## src/shared/rdc_pkg.sv

```systemverilog
// Summary of operation
// - Each channel's swing register at driver_swing_control uses bits 2:0 to pick one of eight output amplitudes, 0.6 V for code 0 and 0.1 V more per step, up to 1.3 V.
// - Each channel's de-emphasis register at driver_deemphasis_control combines the code in bits 2:0 with the range bit 6 to give fifteen settings from 0 dB to -12 dB.
// - De-emphasis code 0 gives 0 dB whatever the range bit holds; for any other code a range of 1 gives the milder level and 0 the stronger one.
// - There is one shared register set for all channels and one channel register set for each channel.
// - The shared set holds the selection that decides which channel later channel-address accesses reach.
// - Bit 2 of the select register at 0xff sends accesses to the shared set when 0 and to the channel named by bits 1:0 when 1, until it is rewritten.
// - A write to 0xff always lands in the shared select register, whatever the current selection.
// - While bits 3 and 2 of the select register are both 1, each write to an address other than 0xff reaches every channel set at once.
// - Writes to read-only registers are ignored and leave them unchanged.
package rdc_pkg;
  localparam int unsigned rdc_num_chan = 4;
  localparam int unsigned rdc_chan_bits = 2;

  // Register offsets.
  localparam logic [7:0] rdc_addr_deemph = 8'h15;
  localparam logic [7:0] rdc_addr_swing = 8'h2d;
  localparam logic [7:0] rdc_addr_select = 8'hff;
  localparam logic [7:0] rdc_addr_strap = 8'h00;
  localparam logic [7:0] rdc_addr_version = 8'h01;

  // Field positions.
  localparam int unsigned rdc_swing_lsb = 0;
  localparam int unsigned rdc_swing_width = 3;
  localparam int unsigned rdc_dem_code_lsb = 0;
  localparam int unsigned rdc_dem_code_width = 3;
  localparam int unsigned rdc_dem_range_bit = 6;
  localparam int unsigned rdc_sel_chan_lsb = 0;
  localparam int unsigned rdc_sel_chan_bit = 2;
  localparam int unsigned rdc_sel_bcast_bit = 3;
  localparam int unsigned rdc_sel_width = 4;

  // Reset values.
  localparam logic [7:0] rdc_deemph_reset = 8'h00;
  localparam logic [7:0] rdc_swing_reset = 8'h00;
  localparam logic [3:0] rdc_select_reset = 4'h0;
  localparam logic [7:0] rdc_read_zero = 8'h00;

  // Amplitude in 100 mV steps for swing code 0.
  localparam logic [3:0] rdc_vod_base = 4'h6;
  localparam int unsigned rdc_vod_width = 4;
  localparam int unsigned rdc_dem_level_width = 4;
endpackage

```

## src/verilog/rdc_chan_regs.sv

```systemverilog
module rdc_chan_regs
  import rdc_pkg::*;
(
  // Clock and reset.
  input wire logic clock_i,
  input wire logic sys_rst_i,
  // Write port.
  input wire logic wr_en_i,
  input wire logic [7:0] wr_addr_i,
  input wire logic [7:0] wr_data_i,
  // Stored registers.
  output logic [7:0] deemph_o,
  output logic [7:0] swing_o
);
  always_ff @(posedge clock_i) begin
    if (sys_rst_i) begin
      deemph_o <= rdc_deemph_reset;
    end else if (wr_en_i && wr_addr_i == rdc_addr_deemph) begin
      deemph_o <= wr_data_i;
    end
  end

  always_ff @(posedge clock_i) begin
    if (sys_rst_i) begin
      swing_o <= rdc_swing_reset;
    end else if (wr_en_i && wr_addr_i == rdc_addr_swing) begin
      swing_o <= wr_data_i;
    end
  end
endmodule

```

## src/verilog/rdc_driver_config.sv

```systemverilog
module rdc_driver_config
  import rdc_pkg::*;
#(
  parameter int unsigned NUM_CHAN = rdc_pkg::rdc_num_chan,
  // Arbitrary version value, read back from the shared set.
  parameter logic [7:0] VERSION_CODE = 8'h5a
)
(
  // Clock and reset.
  input wire logic clock_i,
  input wire logic sys_rst_i,
  // Register access from the management bus engine.
  input wire logic [7:0] reg_addr_i,
  input wire logic reg_wr_i,
  input wire logic [7:0] reg_wdata_i,
  input wire logic reg_rd_i,
  input wire logic [3:0] strap_addr_i,
  output logic [7:0] reg_rdata_o,
  output logic reg_rvalid_o,
  output logic reg_wack_o,
  // Channel selection state.
  output logic [rdc_pkg::rdc_sel_width-1:0] chan_select_o,
  // Driver settings, one slice per channel.
  output logic [NUM_CHAN*rdc_pkg::rdc_swing_width-1:0] swing_code_o,
  output logic [NUM_CHAN*rdc_pkg::rdc_vod_width-1:0] vod_step_o,
  output logic [NUM_CHAN*rdc_pkg::rdc_dem_code_width-1:0] dem_code_o,
  output logic [NUM_CHAN-1:0] dem_range_o,
  output logic [NUM_CHAN*rdc_pkg::rdc_dem_level_width-1:0] dem_level_o
);
  import rdc_pkg::*;

  logic [7:0] chan_deemph [NUM_CHAN];
  logic [7:0] chan_swing [NUM_CHAN];
  logic [NUM_CHAN-1:0] chan_wr_en;
  logic to_select;
  logic chan_mode;
  logic bcast_mode;
  logic [rdc_chan_bits-1:0] target_chan;
  logic [7:0] next_rdata;
  logic [3:0] strap_q;
  // Level index per channel, worked out from the stored de-emphasis register.
  logic [rdc_dem_level_width-1:0] next_level [NUM_CHAN];

  assign to_select = reg_addr_i == rdc_addr_select;
  assign chan_mode = chan_select_o[rdc_sel_chan_bit];
  assign bcast_mode = chan_mode && chan_select_o[rdc_sel_bcast_bit];
  assign target_chan = chan_select_o[rdc_sel_chan_lsb +: rdc_chan_bits];

  // The select register is shared and always reachable at its own address.
  always_ff @(posedge clock_i) begin
    if (sys_rst_i) begin
      chan_select_o <= rdc_select_reset;
    end else if (reg_wr_i && to_select) begin
      chan_select_o <= reg_wdata_i[rdc_sel_width-1:0];
    end
  end

  // The strap pins are sampled after reset so the address register reads them.
  always_ff @(posedge clock_i) begin
    if (sys_rst_i) begin
      strap_q <= 4'h0;
    end else begin
      strap_q <= strap_addr_i;
    end
  end

  // Channel write enables; the shared set holds no writable channel fields.
  always_comb begin
    for (int i = 0; i < NUM_CHAN; i++) begin
      chan_wr_en[i] = 1'b0;
      if (reg_wr_i && !to_select && chan_mode) begin
        if (bcast_mode) begin
          chan_wr_en[i] = 1'b1;
        end else if (target_chan == i[rdc_chan_bits-1:0]) begin
          chan_wr_en[i] = 1'b1;
        end
      end
    end
  end

  // One register set per channel.
  for (genvar g = 0; g < NUM_CHAN; g++) begin : gen_chan
    rdc_chan_regs u_regs (
      .clock_i(clock_i),
      .sys_rst_i(sys_rst_i),
      .wr_en_i(chan_wr_en[g]),
      .wr_addr_i(reg_addr_i),
      .wr_data_i(reg_wdata_i),
      .deemph_o(chan_deemph[g]),
      .swing_o(chan_swing[g])
    );
  end

  // Read mux; shared addresses are read-only apart from the select register.
  always_comb begin
    next_rdata = rdc_read_zero;
    if (to_select) begin
      next_rdata = {{(8 - rdc_sel_width){1'b0}}, chan_select_o};
    end else if (!chan_mode) begin
      case (reg_addr_i)
        rdc_addr_strap: next_rdata = {strap_q, 4'h0};
        rdc_addr_version: next_rdata = VERSION_CODE;
        default: next_rdata = rdc_read_zero;
      endcase
    end else begin
      case (reg_addr_i)
        rdc_addr_deemph: next_rdata = chan_deemph[target_chan];
        rdc_addr_swing: next_rdata = chan_swing[target_chan];
        default: next_rdata = rdc_read_zero;
      endcase
    end
  end

  // Read data is captured only on a read strobe and then holds for the host.
  always_ff @(posedge clock_i) begin
    if (sys_rst_i) begin
      reg_rdata_o <= rdc_read_zero;
    end else if (reg_rd_i) begin
      reg_rdata_o <= next_rdata;
    end
  end

  // One-cycle answer to each read strobe.
  always_ff @(posedge clock_i) begin
    if (sys_rst_i) begin
      reg_rvalid_o <= 1'b0;
    end else begin
      reg_rvalid_o <= reg_rd_i;
    end
  end

  // One-cycle answer to each write strobe, whether or not the write landed.
  always_ff @(posedge clock_i) begin
    if (sys_rst_i) begin
      reg_wack_o <= 1'b0;
    end else begin
      reg_wack_o <= reg_wr_i;
    end
  end

  // The driver settings below are registered once more, so every setting
  // follows its register write by two clock cycles.

  // Swing code per channel, taken from the low bits of the stored swing register.
  always_ff @(posedge clock_i) begin
    if (sys_rst_i) begin
      swing_code_o <= '0;
    end else begin
      for (int i = 0; i < NUM_CHAN; i++) begin
        swing_code_o[i*rdc_swing_width +: rdc_swing_width] <=
          chan_swing[i][rdc_swing_lsb +: rdc_swing_width];
      end
    end
  end

  // Amplitude in 100 mV steps. Code 0 still means the lowest amplitude, so the
  // reset value shows that step rather than zero, which no code can select.
  always_ff @(posedge clock_i) begin
    if (sys_rst_i) begin
      vod_step_o <= {NUM_CHAN{rdc_vod_base}};
    end else begin
      for (int i = 0; i < NUM_CHAN; i++) begin
        vod_step_o[i*rdc_vod_width +: rdc_vod_width] <=
          rdc_vod_base + {1'b0, chan_swing[i][rdc_swing_lsb +: rdc_swing_width]};
      end
    end
  end

  // De-emphasis code per channel.
  always_ff @(posedge clock_i) begin
    if (sys_rst_i) begin
      dem_code_o <= '0;
    end else begin
      for (int i = 0; i < NUM_CHAN; i++) begin
        dem_code_o[i*rdc_dem_code_width +: rdc_dem_code_width] <=
          chan_deemph[i][rdc_dem_code_lsb +: rdc_dem_code_width];
      end
    end
  end

  // De-emphasis range bit per channel.
  always_ff @(posedge clock_i) begin
    if (sys_rst_i) begin
      dem_range_o <= '0;
    end else begin
      for (int i = 0; i < NUM_CHAN; i++) begin
        dem_range_o[i] <= chan_deemph[i][rdc_dem_range_bit];
      end
    end
  end

  // Level 0 is 0 dB whatever the range bit holds. Each nonzero code owns two
  // levels: the odd one is the milder setting, the even one the stronger.
  always_comb begin
    for (int i = 0; i < NUM_CHAN; i++) begin
      next_level[i] = 4'h0;
      if (chan_deemph[i][rdc_dem_code_lsb +: rdc_dem_code_width] != 3'h0) begin
        next_level[i] = {chan_deemph[i][rdc_dem_code_lsb +: rdc_dem_code_width], 1'b0} -
          {3'h0, chan_deemph[i][rdc_dem_range_bit]};
      end
    end
  end

  // Registered level index per channel.
  always_ff @(posedge clock_i) begin
    if (sys_rst_i) begin
      dem_level_o <= '0;
    end else begin
      for (int i = 0; i < NUM_CHAN; i++) begin
        dem_level_o[i*rdc_dem_level_width +: rdc_dem_level_width] <= next_level[i];
      end
    end
  end
endmodule

```

## config.mk

```make
export PLATFORM = sky130hd
export DESIGN_NAME = rdc_driver_config
export DESIGN_NICKNAME = d
export VERILOG_FILES = /design/src/shared/rdc_pkg.sv /design/src/verilog/rdc_chan_regs.sv /design/src/verilog/rdc_driver_config.sv
export SDC_FILE = /design/constraint.sdc
export NUM_CORES = 1
export LEC_CHECK = 0
export BUFFER_PORTS_ARGS = -buffer_cell sky130_fd_sc_hd__buf_4
export CORE_MARGIN = 3
export CORE_UTILIZATION = 40
export DETAILED_ROUTE_END_ITERATION = 8
export GPL_TIMING_DRIVEN = 0
export SYNTH_ARGS = -nofsm -noshare
export SYNTH_HDL_FRONTEND = slang
export SYNTH_SLANG_ARGS = --single-unit
```

## constraint.sdc

```tcl
create_clock -name clock_i -period 4 [get_ports clock_i]
set_clock_uncertainty 0.1 [all_clocks]
set_input_delay 0.6 -clock clock_i [delete_from_list [all_inputs] [get_ports clock_i]]
set_output_delay 0.6 -clock clock_i [all_outputs]
set_load 0.01 [all_outputs]
```

==> results.toml, run 1 <==
[run_status]
outcome = "finished clean"

[layout]
diodes = 0
fill_cells = 1199
fin_area_mm2 = 0.00694
drive_gt1_share_pct = 24.0
areaGrowthSynthToFinish_pct = 28.6
finalNetCount = 671

[timing]
fin_crit_sh_pct = 61.9
setup_violations = 0
rsz0062_at_grt = "false"
fin_crit_ns = 2.48
worst_slew_pin_slew_ns = 0.836
report.final.hold_viol_count = 0
relSlewSlack_pct = 43.8
setup_tns_ns = 0
slew_viol_final = 0
fmax_ghz = 0.404

[synth]
synth-async-reset-ratio_pct = 0
synth-seq-area-share_pct = 51.2
synth_ff_type = "dfxtp_1"
synth_cell_type_count = 45
synthCells = 523
yosysWarnings = 0
syn_avg_cell_area_um2 = 10.3
netlist_area_mm2 = 0.00540
synth_edf_count = 0
syn-num-nets = 555
synth_seq_cells = 138

[worst_setup_path]
worst-r2r-cell-count = 5
timing.rr.start = "chan_select_o[0]"
timing.rr.end = "reg_rdata_o[7]"
crit_fanout = 10
cp-end-kind = "flip-flop"
crit_arrival_ns = 2.69
worstSetupStartpointType = "flip-flop"
r2r_setup_slack_ns = 1.52
worst_ep_required_time_ns = 4.21
critPathKind = "reg2reg"

[power]
power_density_mw_per_mm2 = 444
leakage_nw = 2.95
ir_drop_mv = 0.276

[route]
ant_nets = 0
vias = 4365
drc = 0
first_pass_iters = 5
viasPerCell = 5.31
drt_iter0_markers = 318
routed_wl_mm = 15.4
routedWlPerCell_um = 18.8

[place]
io_buffers = 97
place_congestion = 0.878
hpwl_mm = 11.3
placed_cell_area_mm2 = 0.00634

[grt]
grt_pass1_vias = 4310
grt_pass1_wl_mm = 23.6
grt-ovfl-total = 0
antenna_found_initial = 0
grtUsageTotal_pct = 21.3
grt_max_degree = 17

[clock_tree]
clock-sinks = 138
root_buffer = "clkbuf_16"
insertion_delay_ns = 0.43
clkTransAtPathRegs_ns = 0.06
cts_tree = "yes"
postCtsHoldBufs = 0
cts-resized-gates = 0
htree_num_levels = 4
cts_buffers = 17
postCtsSetupBuffers = 0
cts_buffer_depth = 2

[hold_path]
holdCritStartpoint = "strap_addr_i[3]"
min_to = "strap_q[3]"
min_path_type = "in2reg"
hold_depth = 2

[die]
dieArea_mm2 = 0.0149
num_rows = 41
ios = 98
fp.dieW_um = 122
start_util_pct = 41.7
core_area_mm2 = 0.0129
die_h_um = 122

[flow_run]
cap_violations = 0
## worst max path at each step
stage,startpoint,to
2_1_floorplan,reg_addr_i[1],gen_chan[3].u_regs.swing_o[0]
3_3_place_gp,sys_rst_i,dem_level_o[5]
3_5_place_dp,sys_rst_i,dem_level_o[5]
4_1_cts,chan_select_o[0],reg_rdata_o[5]
5_1_grt,chan_select_o[0],reg_rdata_o[7]
6_report,chan_select_o[0],reg_rdata_o[7]
## metrics by stage
stage	total power [mW]	setup slack, ns	hold slack, ns	utilization (%)	std cells
2_1_floorplan	1.45	2.06	0.300	-	523
3_5_place_dp	1.50	1.42	0.333	49.0	792
4_1_cts	3.10	1.53	0.268	53.7	822
5_1_grt	3.17	1.42	0.270	53.7	822
6_report	3.08	1.52	0.279	53.7	822
3_3_place_gp	1.50	1.47	0.331	49.0	792
## critical path, cell delays in order, from the launching register on
cell,delay [ns]
dfxtp_1,0.41
buf_2,0.32
clkbuf_1,0.64
mux4_2,0.42
a22oi_1,0.35
o21ai_0,0.11
## report_power, final
| part | leakage [nW] | switching [mW] | total (mW) | internal (mW) |
|---|---|---|---|---|
| registers | 1.11 | 0.00176 | 1.38 | 1.38 |
| logic | 1.55 | 0.0590 | 0.0930 | 0.0340 |
| clock network | 0.293 | 0.562 | 1.61 | 1.05 |
## cells in the mapped netlist, types with 12 or more instances
library cell,instances,area (µm²)
nand2b_1,53,332
nand2_1,13,48.8
nor2b_1,22,138
mux2i_1,34,340
nor3_1,12,60.1
mux4_2,12,270
a21oi_1,24,120
nand3_1,23,115
nor2_1,21,78.8
o21ai_0,42,210
clkbuf_1,17,63.8
dfxtp_1,138,2760
inv_1,30,113
## layer usage
layer  wire (µm)  vias up  track usage [%]
li1            -     2064                -
met1        6530     2118             26.8
met2        7490      158             35.4
met3        1140       25             6.13
met4         263        0             7.07
met5           0        -                0
## final cells by class
| type | instances | area, µm² | area share (%) |
|---|---|---|---|
| sequential | 138 | 2760 | 39.8 |
| multi-input combinational | 321 | 2340 | 33.8 |
| clock buffer | 21 | 450 | 6.49 |
| tap | 172 | 215 | 3.10 |
| timing repair buffer | 97 | 728 | 10.5 |
| clock inverter | 9 | 148 | 2.13 |
| buffer | 34 | 179 | 2.58 |
| inverter | 30 | 113 | 1.62 |
## cells in the final DEF (no fill, tap or decap), types with 4 or more instances in the layout
master / netlist / final
nand2_1: 13 / 13
a21oi_1: 24 / 24
mux4_2: 12 / 12
and4_1: 4 / 4
mux2i_1: 34 / 34
nor3_1: 12 / 12
nor4_1: 4 / 4
inv_1: 30 / 30
bufinv_16: 0 / 4
clkbuf_1: 17 / 20
mux4_1: 4 / 4
o21ai_0: 42 / 42
nor2_1: 21 / 21
nand2b_1: 53 / 53
clkinv_2: 0 / 4
clkbuf_16: 0 / 17
dfxtp_1: 138 / 138
nor2b_1: 22 / 22
buf_4: 8 / 105
ha_1: 8 / 8
nand3_1: 23 / 23
o211ai_1: 6 / 6
a21o_1: 4 / 4
a22oi_1: 4 / 4
buf_2: 5 / 5
## kinds of logic after synthesis
logic type,Yosys count,synth area share [%]
AO/OA/AOI/OAI,98,10.9
adder cells (fa/ha/maj),8,1.85
buffers and inverters,64,5.40
flip-flops,138,51.2
multiplexers,50,13.3
AND/OR/NAND/NOR,165,17.4
## registers in the layout, summed over array words and instances (netlist names), 8 cells and up
signal	cells
gen_chan.u_regs.swing_o	32
vod_step_o	12
reg_rdata_o	8
dem_code_o	12
dem_level_o	16
swing_code_o	12
gen_chan.u_regs.deemph_o	32
No activity file was read; power rests on OpenSTA's default activity.
==> run 2: changes to the inputs <==
==> constraint.sdc (replaced) <==
create_clock -name clock_i -period 2.2 [get_ports clock_i]
set_clock_uncertainty 0.1 [all_clocks]
set_input_delay 0.33 -clock clock_i [delete_from_list [all_inputs] [get_ports clock_i]]
set_output_delay 0.33 -clock clock_i [all_outputs]
set_load 0.01 [all_outputs]
==> run 2 against run 1 <==
Effect of this change:
- worst setup slack worse by 1.4 ns
- global-route usage stayed put
- final area rose by 0.56%
- critical path depth is the same
- critical path type unchanged
==> results.toml, run 2 (synthesis results as in run 1) <==
[grt]
grt.met2_usage_pct = 35.4
grt_pass1_vias = 4316
grt_max_degree = 17
top_usage_layer = "met2"
antenna_found_initial = 0
grt.met1_usage_pct = 26.8
grt-ovfl-total = 0
grtUsageTotal_pct = 21.3
met3_usage_pct = 6.13
grt_pass1_wl_mm = 23.6

[route]
ant_nets = 0
viasPerCell = 5.29
first_pass_iters = 5
drc = 0
routedWlPerCell_um = 18.7
drt_iter0_markers = 264
vias = 4355
routed_wl_mm = 15.4

[layout]
fin_area_mm2 = 0.00698
biggestRegsByFlops = "gen_chan.u_regs.deemph_o x32, gen_chan.u_regs.swing_o x32, dem_level_o x16"
final_util_pct = 54.0
areaGrowthSynthToFinish_pct = 29.3
drive_gt1_share_pct = 24.9
diodes = 0
fill_cells = 1190
finalNetCount = 672
layout_common_cells = "dfxtp_1 (137), buf_4 (105), nand2b_1 (53)"
final_common_cell = "dfxtp_1"

[timing]
whs_ns = 0.0201
fmax_ghz = 0.486
fin_crit_sh_pct = 93.6
slew_viol_final = 0
setup_violations = 0
worst_slew_pin_slew_ns = 0.823
setup_tns_ns = 0
rsz0062_at_grt = "false"
fin_crit_ns = 2.06
relSlewSlack_pct = 44.7
report.final.hold_viol_count = 0

[worst_setup_path]
worstSetupStartpointType = "flip-flop"
slowest_stage = "mux4_2"
critPathKind = "reg2reg"
cp_top_family = "multiplexers"
crit_fanout = 10
crit_arrival_ns = 2.27
worst_ep_required_time_ns = 2.41
path_buf_inv = 2
cp-end-kind = "flip-flop"
path_cells = "buf_6 -> buf_4 -> mux4_2 -> a22oi_2 -> o21ai_0"
critPathMaxStageDelay_ns = 0.55
r2r_setup_slack_ns = 0.14

[die]
fp.dieW_um = 122
start_util_pct = 41.7
dieArea_mm2 = 0.0149
ios = 98
num_rows = 41
core_area_mm2 = 0.0129
die_h_um = 122

[place]
hpwl_mm = 11.3
placed_cell_area_mm2 = 0.00634
io_buffers = 97
place_congestion = 0.878

[clock_tree]
clkTransAtPathRegs_ns = 0.06
cts_tree = "yes"
cts_buffers = 17
htree_num_levels = 4
insertion_delay_ns = 0.42
clock-sinks = 138
root_buffer = "clkbuf_16"
postCtsSetupBuffers = 0
cts_buffer_depth = 2

[flow_run]
cap_violations = 0

[power]
power_density_mw_per_mm2 = 803
leakage_nw = 2.97
ir_drop_mv = 0.503

[hold_path]
min_path_type = "in2reg"

[run_status]
outcome = "finished clean"
==> run 2: changes by cell type in the layout (fill, tap and decap cells not counted) <==
cell / delta
a22oi_1: -2
a22oi_2: +2
buf_2: -1
clkbuf_1: -3
clkbuf_2: +2
clkbuf_4: +2
dfxtp_1: -1
dfxtp_2: +1
dlygate4sd3_1: +1
nor4b_2: -1
nor4b_4: +1
==> run 2: what timing repair did <==
action,in CTS,in global routing
hold buffers,1,0
endpoints found under the hold margin,1,0
setup endpoints to repair,4,22
gates resized for setup,2,10
==> run 2: final timing paths <==
kind | start | endpoint | cells after the start
setup / recovery | chan_select_o[1] | reg_rdata_o[7] | 5
hold / removal | strap_addr_i[1] | strap_q[1] | 2
setup reg to reg | chan_select_o[1] | reg_rdata_o[7] | 5
hold reg to reg | gen_chan[0].u_regs.swing_o[1] | vod_step_o[1] | 1
==> run 2: stage by stage <==
stage                     total power [mW]  instances  setup slack, ns
after global routing                  5.76        823           0.0215
after floorplan                       2.64        523            0.384
after global placement                2.73        792           -0.303
final                                 5.60        823            0.140
after detailed placement              2.73        792           -0.267
after CTS                             5.64        823           0.0187
==> run 2: power breakdown <==
group	internal [mW]	switching [mW]
Combinational	0.0633	0.109
Clock	1.90	1.02
Sequential	2.51	0.00319
Total	4.47	1.13
==> run 2: final cells by class <==
cell class                      instances  area [µm²]  area share, %
Buffer                                 34         188           2.69
Clock buffer                           21         450           6.46
Clock inverter                          9         148           2.12
Inverter                               30         113           1.61
Multi-Input combinational cell        321        2360           33.8
Sequential cell                       138        2760           39.6
Tap cell                              172         215           3.08
Timing Repair Buffer                   98         738           10.6
==> run 2: per-layer routing <==
layer  share of wire (%)  vias up  routed length, µm
met5                   0        -                  0
met4                 1.8        0                270
met3                 6.9       25               1060
met2                  48      155               7460
met1                  43     2106               6620
li1                    -     2069                  -
==> run 2: worst register-to-register path, delay by kind of cell (launching register included) <==
family	cells	cell delay, ns
flops	1	0.42
compound gates	2	0.40
mux	1	0.56
buf+inv	2	0.48
